## src/agcm_consts.svh

```systemverilog
/*
 constants for the acquisition gate and channel map block.
 assumes inclusion by bare name from design files and the bench.
*/
`ifndef AGCM_CONSTS_SVH
`define AGCM_CONSTS_SVH
`define AGCM_CH_AUX_ONE 4'h3
`define AGCM_CH_AUX_TWO 4'h4
`define AGCM_CH_AUX_THREE 4'h5
`define AGCM_CH_BAT_ONE 4'h6
`define AGCM_CH_BAT_TWO 4'h7
`define AGCM_CH_DLOW 4'h8
`define AGCM_CH_DHIGH 4'h9
`define AGCM_CH_PLATE_A 4'hA
`define AGCM_CH_PLATE_B 4'h2
`define AGCM_RA_PLATE_A 5'h1A
`define AGCM_RA_PLATE_B 5'h12
`define AGCM_RA_DLOW 5'h18
`define AGCM_RA_DHIGH 5'h19
`define AGCM_RA_AUX_ONE 5'h13
`define AGCM_RA_AUX_TWO 5'h14
`define AGCM_RA_AUX_THREE 5'h15
`define AGCM_RA_BAT_ONE 5'h16
`define AGCM_RA_BAT_TWO 5'h17
`define AGCM_CTRL2_ADDR 5'h02
`define AGCM_POLARITY_BIT 3
`define AGCM_POLARITY_RST 1'b0
`define AGCM_CH_LSB 7
`define AGCM_CH_MSB 10
`define AGCM_ACQ_NS 400
`define AGCM_ACQ_CYC (((`AGCM_ACQ_NS) + 4) / 5)
`define AGCM_CONV_CYC 16
`endif

```

## src/agcm_pkg.sv

```systemverilog
/*
 types for the acquisition gate and channel map block.
 assumes the constants header sits beside it.
*/
package agcm_pkg;
   typedef enum logic [4:0] {
      AGCM_IDLE = 5'b0_0001,
      AGCM_DELAY = 5'b0_0010,
      AGCM_ACQ = 5'b0_0100,
      AGCM_WAIT = 5'b0_1000,
      AGCM_CONV = 5'b1_0000
   } agcm_state_e;
   typedef struct packed {
      logic [3:0] plate_sw;
      logic bias_low;
      logic bias_high;
      logic [4:0] addr;
      logic lim_chk;
      logic valid;
   } agcm_map_s;
   typedef struct packed {
      logic [11:0] data;
      logic [4:0] addr;
      logic we;
   } agcm_res_s;
endpackage

```

## src/agcm_chan_map.sv

```systemverilog
/*
 channel code to switch setting and result address decode.
 assumes a 4-bit code from the control register channel field.
*/
`timescale 1ns/1ps
`include "agcm_consts.svh"
module agcm_chan_map (
   input wire logic [3:0] code,
   output agcm_pkg::agcm_map_s map
);
   import agcm_pkg::*;
   wire is_pa = (code == `AGCM_CH_PLATE_A);
   wire is_pb = (code == `AGCM_CH_PLATE_B);
   wire is_dl = (code == `AGCM_CH_DLOW);
   wire is_dh = (code == `AGCM_CH_DHIGH);
   wire is_aux = (code >= `AGCM_CH_AUX_ONE) && (code <= `AGCM_CH_BAT_TWO);
   wire [4:0] addr_w;
   assign addr_w = is_pa ? `AGCM_RA_PLATE_A :
                   is_pb ? `AGCM_RA_PLATE_B :
                   is_dl ? `AGCM_RA_DLOW :
                   is_dh ? `AGCM_RA_DHIGH :
                   {1'b1, code};
   assign map.plate_sw = is_pa ? 4'b0101 : is_pb ? 4'b0110 : 4'b0000;
   assign map.bias_low = is_dl;
   assign map.bias_high = is_dh;
   assign map.addr = addr_w;
   assign map.lim_chk = is_dl || (code == `AGCM_CH_AUX_ONE) || (code == `AGCM_CH_BAT_ONE) ||
                        (code == `AGCM_CH_BAT_TWO);
   assign map.valid = is_pa | is_pb | is_dl | is_dh | is_aux;
endmodule

```

## src/agcm_top.sv

```systemverilog
/*
 acquisition gate, halt polarity and result storage for the converter.
 assumes the analog side presents a 12-bit code when conversion ends.
*/
`timescale 1ns/1ps
`include "agcm_consts.svh"
// What this block does
// - plate code A maps to address 11010b
// - plate code B maps to address 10010b
// - no sampling starts while halt active
// - halt during sampling restarts sampling afterwards
// - polarity is bit 3 of register 02h
// - polarity one high, zero low, resets zero
// - halt ignored in conversion and first delay
// - halt gating covers every input channel
// - diode low and high bias on 1000b/1001b
// - diode results at 11000b and 11001b
// - high bias uses multiple of low current
// - limit check uses low-bias diode result
// - single mode converts control bits 10:7
// - monitored results compared against both limits
module agcm_top (
   input wire logic clk_sys,
   input wire logic nrst,
   input wire logic acq_halt_input,
   input wire logic wr_en,
   input wire logic [4:0] wr_addr,
   input wire logic [11:0] wr_data,
   input wire logic start,
   input wire logic [7:0] delay_cyc,
   input wire logic [11:0] lim_high,
   input wire logic [11:0] lim_low,
   input wire logic [11:0] adc_code,
   output agcm_pkg::agcm_res_s result,
   output logic [3:0] plate_sw,
   output logic bias_low,
   output logic bias_high,
   output logic sampling,
   output logic out_of_limit,
   output logic busy
);
   import agcm_pkg::*;
   logic [11:0] ctrl1_reg;
   logic [11:0] ctrl2_reg;
   logic halt_s1_reg;
   logic halt_s2_reg;
   agcm_state_e state_reg;
   agcm_state_e state_next;
   logic [7:0] cnt_reg;
   logic [7:0] cnt_next;
   agcm_map_s map;
   agcm_res_s result_next;
   logic ool_next;
   wire [3:0] chan_code = ctrl1_reg[`AGCM_CH_MSB:`AGCM_CH_LSB];
   wire halt_polarity = ctrl2_reg[`AGCM_POLARITY_BIT];
   wire halt_act = halt_polarity ? halt_s2_reg : ~halt_s2_reg;
   wire cnt_done = (cnt_reg == 8'h00);

   agcm_chan_map u_map (
      .code(chan_code),
      .map(map)
   );

   always_ff @(posedge clk_sys or negedge nrst) begin
      if (!nrst) begin
         halt_s1_reg <= 1'b0;
         halt_s2_reg <= 1'b0;
      end else begin
         halt_s1_reg <= acq_halt_input;
         halt_s2_reg <= halt_s1_reg;
      end
   end

   always_ff @(posedge clk_sys or negedge nrst) begin
      if (!nrst) begin
         ctrl1_reg <= 12'h000;
         ctrl2_reg <= {11'h000, `AGCM_POLARITY_RST};
      end else if (wr_en) begin
         if (wr_addr == 5'h01) begin
            ctrl1_reg <= wr_data;
         end else if (wr_addr == `AGCM_CTRL2_ADDR) begin
            ctrl2_reg <= wr_data;
         end
      end
   end

   always_comb begin
      state_next = state_reg;
      cnt_next = cnt_reg;
      case (state_reg)
         AGCM_IDLE: begin
            if (start && map.valid) begin
               state_next = AGCM_DELAY;
               cnt_next = delay_cyc;
            end
         end
         AGCM_DELAY: begin
            if (cnt_done) begin
               state_next = AGCM_WAIT;
            end else begin
               cnt_next = cnt_reg - 8'h01;
            end
         end
         AGCM_WAIT: begin
            if (!halt_act) begin
               state_next = AGCM_ACQ;
               cnt_next = 8'(`AGCM_ACQ_CYC - 1);
            end
         end
         AGCM_ACQ: begin
            if (halt_act) begin
               state_next = AGCM_WAIT;
            end else if (cnt_done) begin
               state_next = AGCM_CONV;
               cnt_next = 8'(`AGCM_CONV_CYC - 1);
            end else begin
               cnt_next = cnt_reg - 8'h01;
            end
         end
         AGCM_CONV: begin
            if (cnt_done) begin
               state_next = AGCM_IDLE;
            end else begin
               cnt_next = cnt_reg - 8'h01;
            end
         end
         default: begin
            state_next = AGCM_IDLE;
         end
      endcase
   end

   wire conv_end = (state_reg == AGCM_CONV) && cnt_done;
   wire oor = (adc_code > lim_high) || (adc_code < lim_low);
   assign result_next.data = adc_code;
   assign result_next.addr = map.addr;
   assign result_next.we = conv_end;
   assign ool_next = (conv_end && map.lim_chk) ? oor : out_of_limit;

   always_ff @(posedge clk_sys or negedge nrst) begin
      if (!nrst) begin
         state_reg <= AGCM_IDLE;
         cnt_reg <= 8'h00;
         result <= '0;
         plate_sw <= 4'h0;
         bias_low <= 1'b0;
         bias_high <= 1'b0;
         sampling <= 1'b0;
         out_of_limit <= 1'b0;
         busy <= 1'b0;
      end else begin
         state_reg <= state_next;
         cnt_reg <= cnt_next;
         result <= result_next;
         plate_sw <= map.plate_sw;
         bias_low <= map.bias_low && (state_next != AGCM_IDLE);
         bias_high <= map.bias_high && (state_next != AGCM_IDLE);
         sampling <= (state_next == AGCM_ACQ);
         out_of_limit <= ool_next;
         busy <= (state_next != AGCM_IDLE);
      end
   end

   AST_NO_START_HALTED: assert property (@(posedge clk_sys) disable iff (!nrst)
      (state_reg == AGCM_WAIT && halt_act) |=> state_reg != AGCM_ACQ)
      else $error("sampling began while halt active");
   AST_ABORT: assert property (@(posedge clk_sys) disable iff (!nrst)
      (state_reg == AGCM_ACQ && halt_act) |=> state_reg == AGCM_WAIT)
      else $error("sampling not abandoned on halt");
   AST_RESTART: assert property (@(posedge clk_sys) disable iff (!nrst)
      (state_reg == AGCM_WAIT && !halt_act) |=> (state_reg == AGCM_ACQ &&
      cnt_reg == 8'(`AGCM_ACQ_CYC - 1)))
      else $error("sampling did not restart from start");
   AST_CONV_IGNORES: assert property (@(posedge clk_sys) disable iff (!nrst)
      (state_reg == AGCM_CONV && !cnt_done) |=> state_reg == AGCM_CONV)
      else $error("conversion disturbed");
   AST_DELAY_IGNORES: assert property (@(posedge clk_sys) disable iff (!nrst)
      (state_reg == AGCM_DELAY && !cnt_done) |=> state_reg == AGCM_DELAY)
      else $error("first delay disturbed");
   AST_POLARITY_LOW: assert property (@(posedge clk_sys) disable iff (!nrst)
      (!halt_polarity && !halt_s2_reg) |-> halt_act)
      else $error("polarity zero not active low");
   AST_SYNC: assert property (@(posedge clk_sys) disable iff (!nrst)
      $past(nrst, 2) |-> halt_s2_reg == $past(acq_halt_input, 2))
      else $error("synchroniser depth wrong");
   AST_PLATE_A: assert property (@(posedge clk_sys) disable iff (!nrst)
      (conv_end && chan_code == `AGCM_CH_PLATE_A) |=>
      (result.we && result.addr == `AGCM_RA_PLATE_A))
      else $error("plate A address wrong");
   AST_PLATE_B: assert property (@(posedge clk_sys) disable iff (!nrst)
      (conv_end && chan_code == `AGCM_CH_PLATE_B) |=>
      (result.we && result.addr == `AGCM_RA_PLATE_B))
      else $error("plate B address wrong");
   AST_DIODE: assert property (@(posedge clk_sys) disable iff (!nrst)
      (conv_end && chan_code == `AGCM_CH_DHIGH) |=> result.addr == `AGCM_RA_DHIGH)
      else $error("diode high address wrong");
   AST_LIMIT: assert property (@(posedge clk_sys) disable iff (!nrst)
      (conv_end && chan_code == `AGCM_CH_DLOW && adc_code > lim_high) |=> out_of_limit)
      else $error("limit not flagged");
endmodule

```

## config.mk

```make
export PLATFORM = sky130hd
export DESIGN_NAME = agcm_top
export DESIGN_NICKNAME = d
export VERILOG_FILES = /design/src/agcm_pkg.sv /design/src/agcm_chan_map.sv /design/src/agcm_top.sv
export VERILOG_INCLUDE_DIRS = /design/src /design/src/src
export SDC_FILE = /design/constraint.sdc
export NUM_CORES = 1
export LEC_CHECK = 0
export BUFFER_PORTS_ARGS = -buffer_cell sky130_fd_sc_hd__buf_4
export CAP_MARGIN = 5
export CORE_MARGIN = 2
export CORE_UTILIZATION = 40
export CTS_CLUSTER_SIZE = 16
export DETAILED_ROUTE_END_ITERATION = 8
export HOLD_SLACK_MARGIN = 0.05
export PLACE_DENSITY = 0.64
export SYNTH_ARGS = -nofsm -noshare
export SYNTH_HDL_FRONTEND = slang
export SYNTH_SLANG_ARGS = --single-unit
```

## constraint.sdc

```tcl
create_clock -name clk_sys -period 2.3 [get_ports clk_sys]
set_input_delay 0.115 -clock clk_sys [delete_from_list [all_inputs] [get_ports clk_sys]]
set_output_delay 0.115 -clock clk_sys [all_outputs]
set_load 0.1 [all_outputs]
```

==> results of run 1 <==
==> cell type report <==
cell class,instances,area (sq um),area share [%]
sequential,46,1150,33.2
tap,75,93.8,2.70
inverter,27,101,2.92
clock buffer,7,86.3,2.49
clock inverter,1,5.00,0.144
multi-input combinational,163,1200,34.5
timing repair buffer,105,836,24.1
==> metrics by stage <==
step | hold WS, ns | std cells
2_1_floorplan | -0.181 | 247
3_3_place_gp | 0.159 | 397
3_5_place_dp | 0.162 | 397
4_1_cts | 0.0779 | 424
5_1_grt | 0.0842 | 424
6_report | 0.0917 | 424
==> how the worst min path moves through the flow <==
| stage | start | end | slack (ns) | cells after the start |
|---|---|---|---|---|
| after floorplan | nrst | bias_high | -0.18 | 0 |
| after global placement | nrst | cnt_reg[4] | 0.16 | 1 |
| after detailed placement | nrst | cnt_reg[4] | 0.16 | 1 |
| after CTS | delay_cyc[1] | cnt_reg[1] | 0.08 | 3 |
| after global routing | delay_cyc[1] | cnt_reg[1] | 0.08 | 3 |
| final | delay_cyc[1] | cnt_reg[1] | 0.09 | 3 |
==> cells in the final DEF, fill, tap and decap left out, types with 4 or more instances in the layout <==
master,count
inv_1,27
a21oi_1,15
o21ai_0,7
clkbuf_8,6
a22o_1,6
ha_1,24
dfrtp_1,45
dlygate4sd3_1,19
nor3_1,7
o21ai_1,5
o211ai_1,6
nand3_1,7
nand4_1,4
nand2_1,16
nor2_1,9
buf_4,86
==> worst register-to-register path, cell delays in order (launching register included) <==
cell and delay [ns]:
dfrtp_1 0.45, or2_1 0.26, or4b_4 0.55, nand2_4 0.12
o221a_4 0.33, o21ai_0 0.13, a22o_1 0.19
==> kinds of logic after synthesis <==
logic type               Yosys count  share of synthesized area [%]
other                              2                          0.298
flip-flops                        46                           45.8
adder cells (fa/ha/maj)           24                           11.9
AO/OA/AOI/OAI                     60                           16.6
buffers and inverters             38                           6.76
multiplexers                       5                           2.24
XOR/XNOR                           3                           1.04
AND/OR/NAND/NOR                   69                           15.4
==> power breakdown <==
part           internal, mW  switching, mW
registers             0.952          0.126
clock network         0.243          0.273
logic                 0.390          0.666
==> layer usage <==
layer  GRT usage [%]  wire length, um  up-vias
met1            19.8             2370      946
met4            4.77               45        0
met5               0                0        -
li1                -                -     1076
met3            5.77              411        5
met2            29.1             2840       57
==> qor.yml, run 1 <==
worst_setup_path:
  critPathLaunchType: "flop"
  worstReg2RegStart: "state_reg[3]"
  rr_endpoint: "cnt_reg[3]"
  cpLargestDelayFamily: "simple AND/OR/NAND/NOR gates"
  cp-startpoint: "state_reg[3]"
  critPathKind: "flop to flop"
  critical_path_depth: 6
  r2r_slack_ns: 0.17
  cp_data_arrival_time_ns: 2.33
  crit_path_max_fanout: 16
  end_kind: "flop"
  crit_buf_inv: 0
  critical_path.endpoint: "cnt_reg[3]"
  cp_slowest_cell: "or4b_4"
  worstPathCellList: "or2_1 -> or4b_4 -> nand2_4 -> o221a_4 -> o21ai_0 -> a22o_1"
  rr_worst_depth: 6
  cp.required_ns: 2.50
  slowest_delay_ns: 0.55
drt:
  drt_iter0_markers: 52
  via_per_inst: 4.92
  ant_nets: 0
  wire_per_inst_um: 13.4
  drt-total-wl_um: 5660
  drc: 0
  dr.pass1.iters: 4
  vias: 2084
pwr:
  power.total_mw: 2.65
  powerDensity_mw_per_mm2: 764
  p_leak_nw: 1.73
  ir_drop_uv: 389
timing:
  drv_slew: 0
  fin_tns_setup_ns: 0
  slew_headroom_pct: 61.5
  fin_crit_sh_pct: 92.5
  tightestPinTransition_ns: 0.577
  skew_ns: 0.0140
  worst_slack_ns: 0.171
  period_needed_ns: 2.13
  rsz0062_at_grt: "false"
  max_freq_mhz: 470
  setup_viol: 0
  finalHoldViolations: 0
yosys:
  yosys.area.top_type: "dfrtp_1"
  synthArstFlopShare_pct: 100
  synth_top_area_share_pct: 44.7
  ys_ff_latch: 46
  synth.top_cells.by_count: "dfrtp_1 (45), inv_1 (27), ha_1 (24), nand2_1 (16), a21oi_1 (15)"
  yosys_warnings: 0
  synth-edff-count: 0
  syn_nets: 337
  synthMostInstantiatedCell: "dfrtp_1"
  synth_area_leaders: "dfrtp_1 (45%), ha_1 (12%), inv_1 (4.0%)"
  synthFlopType: "dfrtp_1"
  netlist_instances: 247
  ys_seq_area_share_pct: 45.8
  syn_avg_cell_area_sq_um: 10.2
  synthDistinctLibCells: 51
  synth_area_sq_mm: 0.00252
floorplanning:
  start_util_pct: 42.0
  die_area_sq_mm: 0.00695
  io_pins: 93
  dieWidth_um: 83.4
  dieHeight_um: 83.4
  num_rows: 28
  core_sq_mm: 0.00599
hold_path:
  hold_class: "primary input to flop"
layout:
  drive_gt1_share_pct: 30.9
  fillers: 515
  fin_util_pct: 57.9
  nets: 438
  antenna_cells: 0
  area_delta_synth_final_pct: 37.8
  fin_area_sq_mm: 0.00347
  largest_register_ffs: 18
clocking:
  cts_tree: "yes"
  numCtsBuffers: 5
  clk_latency_ns: 0.30
  clock-sinks: 46
  cts_hold_buf: 19
  post_cts_buffers: 0
  path_clk_slew_ns: 0.09
  clockBufferDepth: 2
  htreeDepth: 2
  ctsRootBufferMaster: "clkbuf_8"
  cts-resized-gates: 0
global_routing:
  grt_pass1_vias: 2184
  grt_max_degree: 47
  gr-total-overflow: 0
  antenna_found_initial: 0
  groute.usage.overall_pct: 16.8
  grt_pass1_wl_um: 9580
run:
  drv_cap: 0
placement:
  portBuffers: 84
  globalplace.congestion: 0.839
  place_ws_ns: 0.183
  dp_hpwl_um: 4310
  placed_area_sq_mm: 0.00319
status:
  status: "complete, no violations"
Note: power is estimated with default switching activity, not from simulation.
==> run 2: changes to the inputs <==
Settings changed: BUFFER_PORTS_ARGS -buffer_cell sky130_fd_sc_hd__buf_4 to -buffer_cell sky130_fd_sc_hd__buf_2.
Clock period 2.3 ns to 2.2 ns, I/O delays scaled along.
==> run 2 against run 1 <==
Compared with the run above: critical path depth did not move; fmax up 3.4%; highest routed layer unchanged; global-route usage grew 0.16 points; sequential share of layout area up 1.7 points; critical endpoint unchanged; via count up 2.8%; cell count grew 0.94%; combinational power about the same; hold slack worse by 0.013 ns; total power grew 3.4%; largest cell class unchanged.
==> qor.yml, run 2 (same netlist as run 1, synthesis figures left out) <==
floorplanning:
  dieHeight_um: 83.4  # unchanged
  core_sq_mm: 0.00599  # unchanged
  start_util_pct: 42.0  # unchanged
  die_area_sq_mm: 0.00695  # unchanged
  num_rows: 28  # unchanged
  io_pins: 93  # unchanged
  dieWidth_um: 83.4  # unchanged
drt:
  dr.pass1.iters: 4  # unchanged
  wire_per_inst_um: 13.4  # about the same
  vias: 2143  # +2.8%
  drt_iter0_markers: 75  # +44%
  drt-total-wl_um: 5720  # +0.97%
  via_per_inst: 5.01  # +1.9%
  ant_nets: 0  # unchanged
  drc: 0  # unchanged
placement:
  dp_hpwl_um: 4370  # +1.3%
  place_ws_ns: 0.145  # -0.0379 ns
  globalplace.congestion: 0.805  # -4.0%
  placed_area_sq_mm: 0.00301  # -5.6%
  portBuffers: 84  # unchanged
timing:
  fin_tns_setup_ns: 0  # unchanged
  drv_slew: 0  # unchanged
  finalHoldViolations: 0  # unchanged
  tightestPinTransition_ns: 0.566  # -0.0108 ns
  slew_headroom_pct: 62.3  # +0.72 points
  rsz0062_at_grt: "false"
  setup_viol: 0  # unchanged
  worst_slack_ns: 0.142  # -0.0292 ns
  skew_ns: 0.00381  # -0.0102 ns
  fin_crit_sh_pct: 93.5  # +0.99 points
  max_freq_mhz: 486  # +3.4%
  period_needed_ns: 2.06  # -0.0708 ns
layout:
  final_common_cell: "buf_2"
  nets: 442  # +0.91%
  multiInputGateArea_sq_mm: 0.00120  # +0.52%
  fin_area_sq_mm: 0.00330  # -5.0%
  fillers: 528  # +2.5%
  drive_gt1_share_pct: 32.3  # +1.3 points
  mostFrequentLayoutCells: "buf_2 (84), dfrtp_1 (45), inv_1 (27)"
  largest_register_ffs: 18  # unchanged
  area_delta_synth_final_pct: 30.9
  antenna_cells: 0  # unchanged
  final-seq-area_sq_mm: 0.00115  # unchanged
pwr:
  p_sw_share_pct: 42.1  # +1.9 points
  p_leak_nw: 1.68  # -3.0%
  clkPwrFrac_pct: 19.5  # about the same
  powerDensity_mw_per_mm2: 832  # +8.9%
  seq_power_share_pct: 41.1  # +0.4 points
  pwr-share-comb_pct: 39.4  # -0.4 points
  ir_drop_uv: 371  # -4.8%
  p_int_mw: 1.59  # +0.14%
  p_switching_mw: 1.15  # +8.4%
global_routing:
  gr-max-usage-layer: "met2"
  gr-total-overflow: 0  # unchanged
  grt_pass1_vias: 2161  # -1.1%
  antenna_found_initial: 0  # unchanged
  grt_max_degree: 25  # -47%
  grt_pass1_wl_um: 9680  # +1.1%
  gr-usage-met2_pct: 28.8  # -0.29 points
  grt_util_met1_pct: 20.9  # +1.1 points
  groute.usage.overall_pct: 17.0  # +0.16 points
  grt_util_met3_pct: 5.27  # -0.50 points
clocking:
  clock-sinks: 46  # unchanged
  cts_tree: "yes"
  path_clk_slew_ns: 0.09  # about the same
  ctsRootBufferMaster: "clkbuf_8"
  post_cts_buffers: 0  # unchanged
  clockBufferDepth: 2  # unchanged
  htreeDepth: 2  # unchanged
  numCtsBuffers: 5  # unchanged
  clk_latency_ns: 0.30  # about the same
worst_setup_path:
  cp.required_ns: 2.39  # -0.11 ns
  critPathLaunchType: "flop"
  r2r_slack_ns: 0.14  # -0.03 ns
  critPathKind: "flop to flop"
  rr_worst_depth: 6  # unchanged
  cp_data_arrival_time_ns: 2.25  # -0.08 ns
  cp_slowest_cell: "or4b_4"
  worstPathCellList: "or2_1 -> or4b_4 -> nand2_4 -> o221a_4 -> o21ai_0 -> a22o_1"
  end_kind: "flop"
  slowest_delay_ns: 0.55  # about the same
  cp-startpoint: "state_reg[1]"
  worstReg2RegStart: "state_reg[1]"
  rr_endpoint: "cnt_reg[3]"
  crit_path_max_fanout: 16  # unchanged
hold_path:
  min_path_cells: 3  # unchanged
  min_to: "cnt_reg[1]"
  min_from: "delay_cyc[1]"
  hold_class: "primary input to flop"
run:
  drv_cap: 0  # unchanged
status:
  status: "complete, no violations"
==> run 2: changes by cell type in the layout (fill, tap and decap cells not counted) <==
| cell | change |
|---|---|
| nor4b_1 | -1 |
| buf_4 | -80 |
| clkbuf_1 | -1 |
| clkinv_2 | -1 |
| clkbuf_8 | -1 |
| inv_6 | +1 |
| clkinvlp_4 | +2 |
| buf_2 | +84 |
| nor4b_2 | +1 |
==> run 2: cell type report <==
cell class | count | area share, %
inverters | 27 | 3.07
repair buffers | 109 | 19.9
clock buffers | 5 | 2.09
multi-input cells | 163 | 36.5
flip-flops and latches | 46 | 34.9
clock inverters | 3 | 0.721
well taps | 75 | 2.85
==> run 2: worst max path at each step <==
stage,to,slack (ns),depth (start not counted)
2_1_floorplan,cnt_reg[3],0.22,7
5_1_grt,cnt_reg[6],0.008,6
3_5_place_dp,cnt_reg[3],0.14,6
4_1_cts,cnt_reg[3],0.14,6
6_report,cnt_reg[3],0.14,6
3_3_place_gp,cnt_reg[4],0.17,8
==> run 2: metal layers <==
metal,up-vias,wire (um)
met5,-,0
li1,1080,-
met1,985,2520
met3,10,366
met4,0,68
met2,68,2770
==> run 2: what timing repair did <==
item / 4_1_cts / 5_1_grt
resized for setup: 0 / 1
endpoints found under the setup margin: 0 / 9
hold buffers: 19 / 0
hold endpoints to repair: 41 / 0
==> run 2: critical path: cells and delay by family, from the launching register on <==
family,cells,cell delay (ns)
AND/OR/NAND/NOR,3,0.92
AO/OA/AOI/OAI,3,0.65
flip-flops,1,0.39
==> run 2: stage by stage <==
step                      utilization, %  instances  hold WS, ns  total power [mW]
after floorplan                        -        247       -0.186              1.97
after global placement              50.2        401        0.136              2.17
after detailed placement            50.2        401        0.150              2.19
after CTS                           54.9        428       0.0686              2.76
after global routing                55.1        428       0.0827              2.91
final                               55.1        428       0.0789              2.74
==> run 2: power by group through the flow <==
stage	logic, mW	clock network (mW)	registers [mW]
finish	1.08	0.535	1.13
global route	1.18	0.586	1.15
CTS	1.08	0.554	1.12
detailed placement	1.06	0	1.14
global placement	1.03	0	1.13
floorplan	0.561	0	1.41
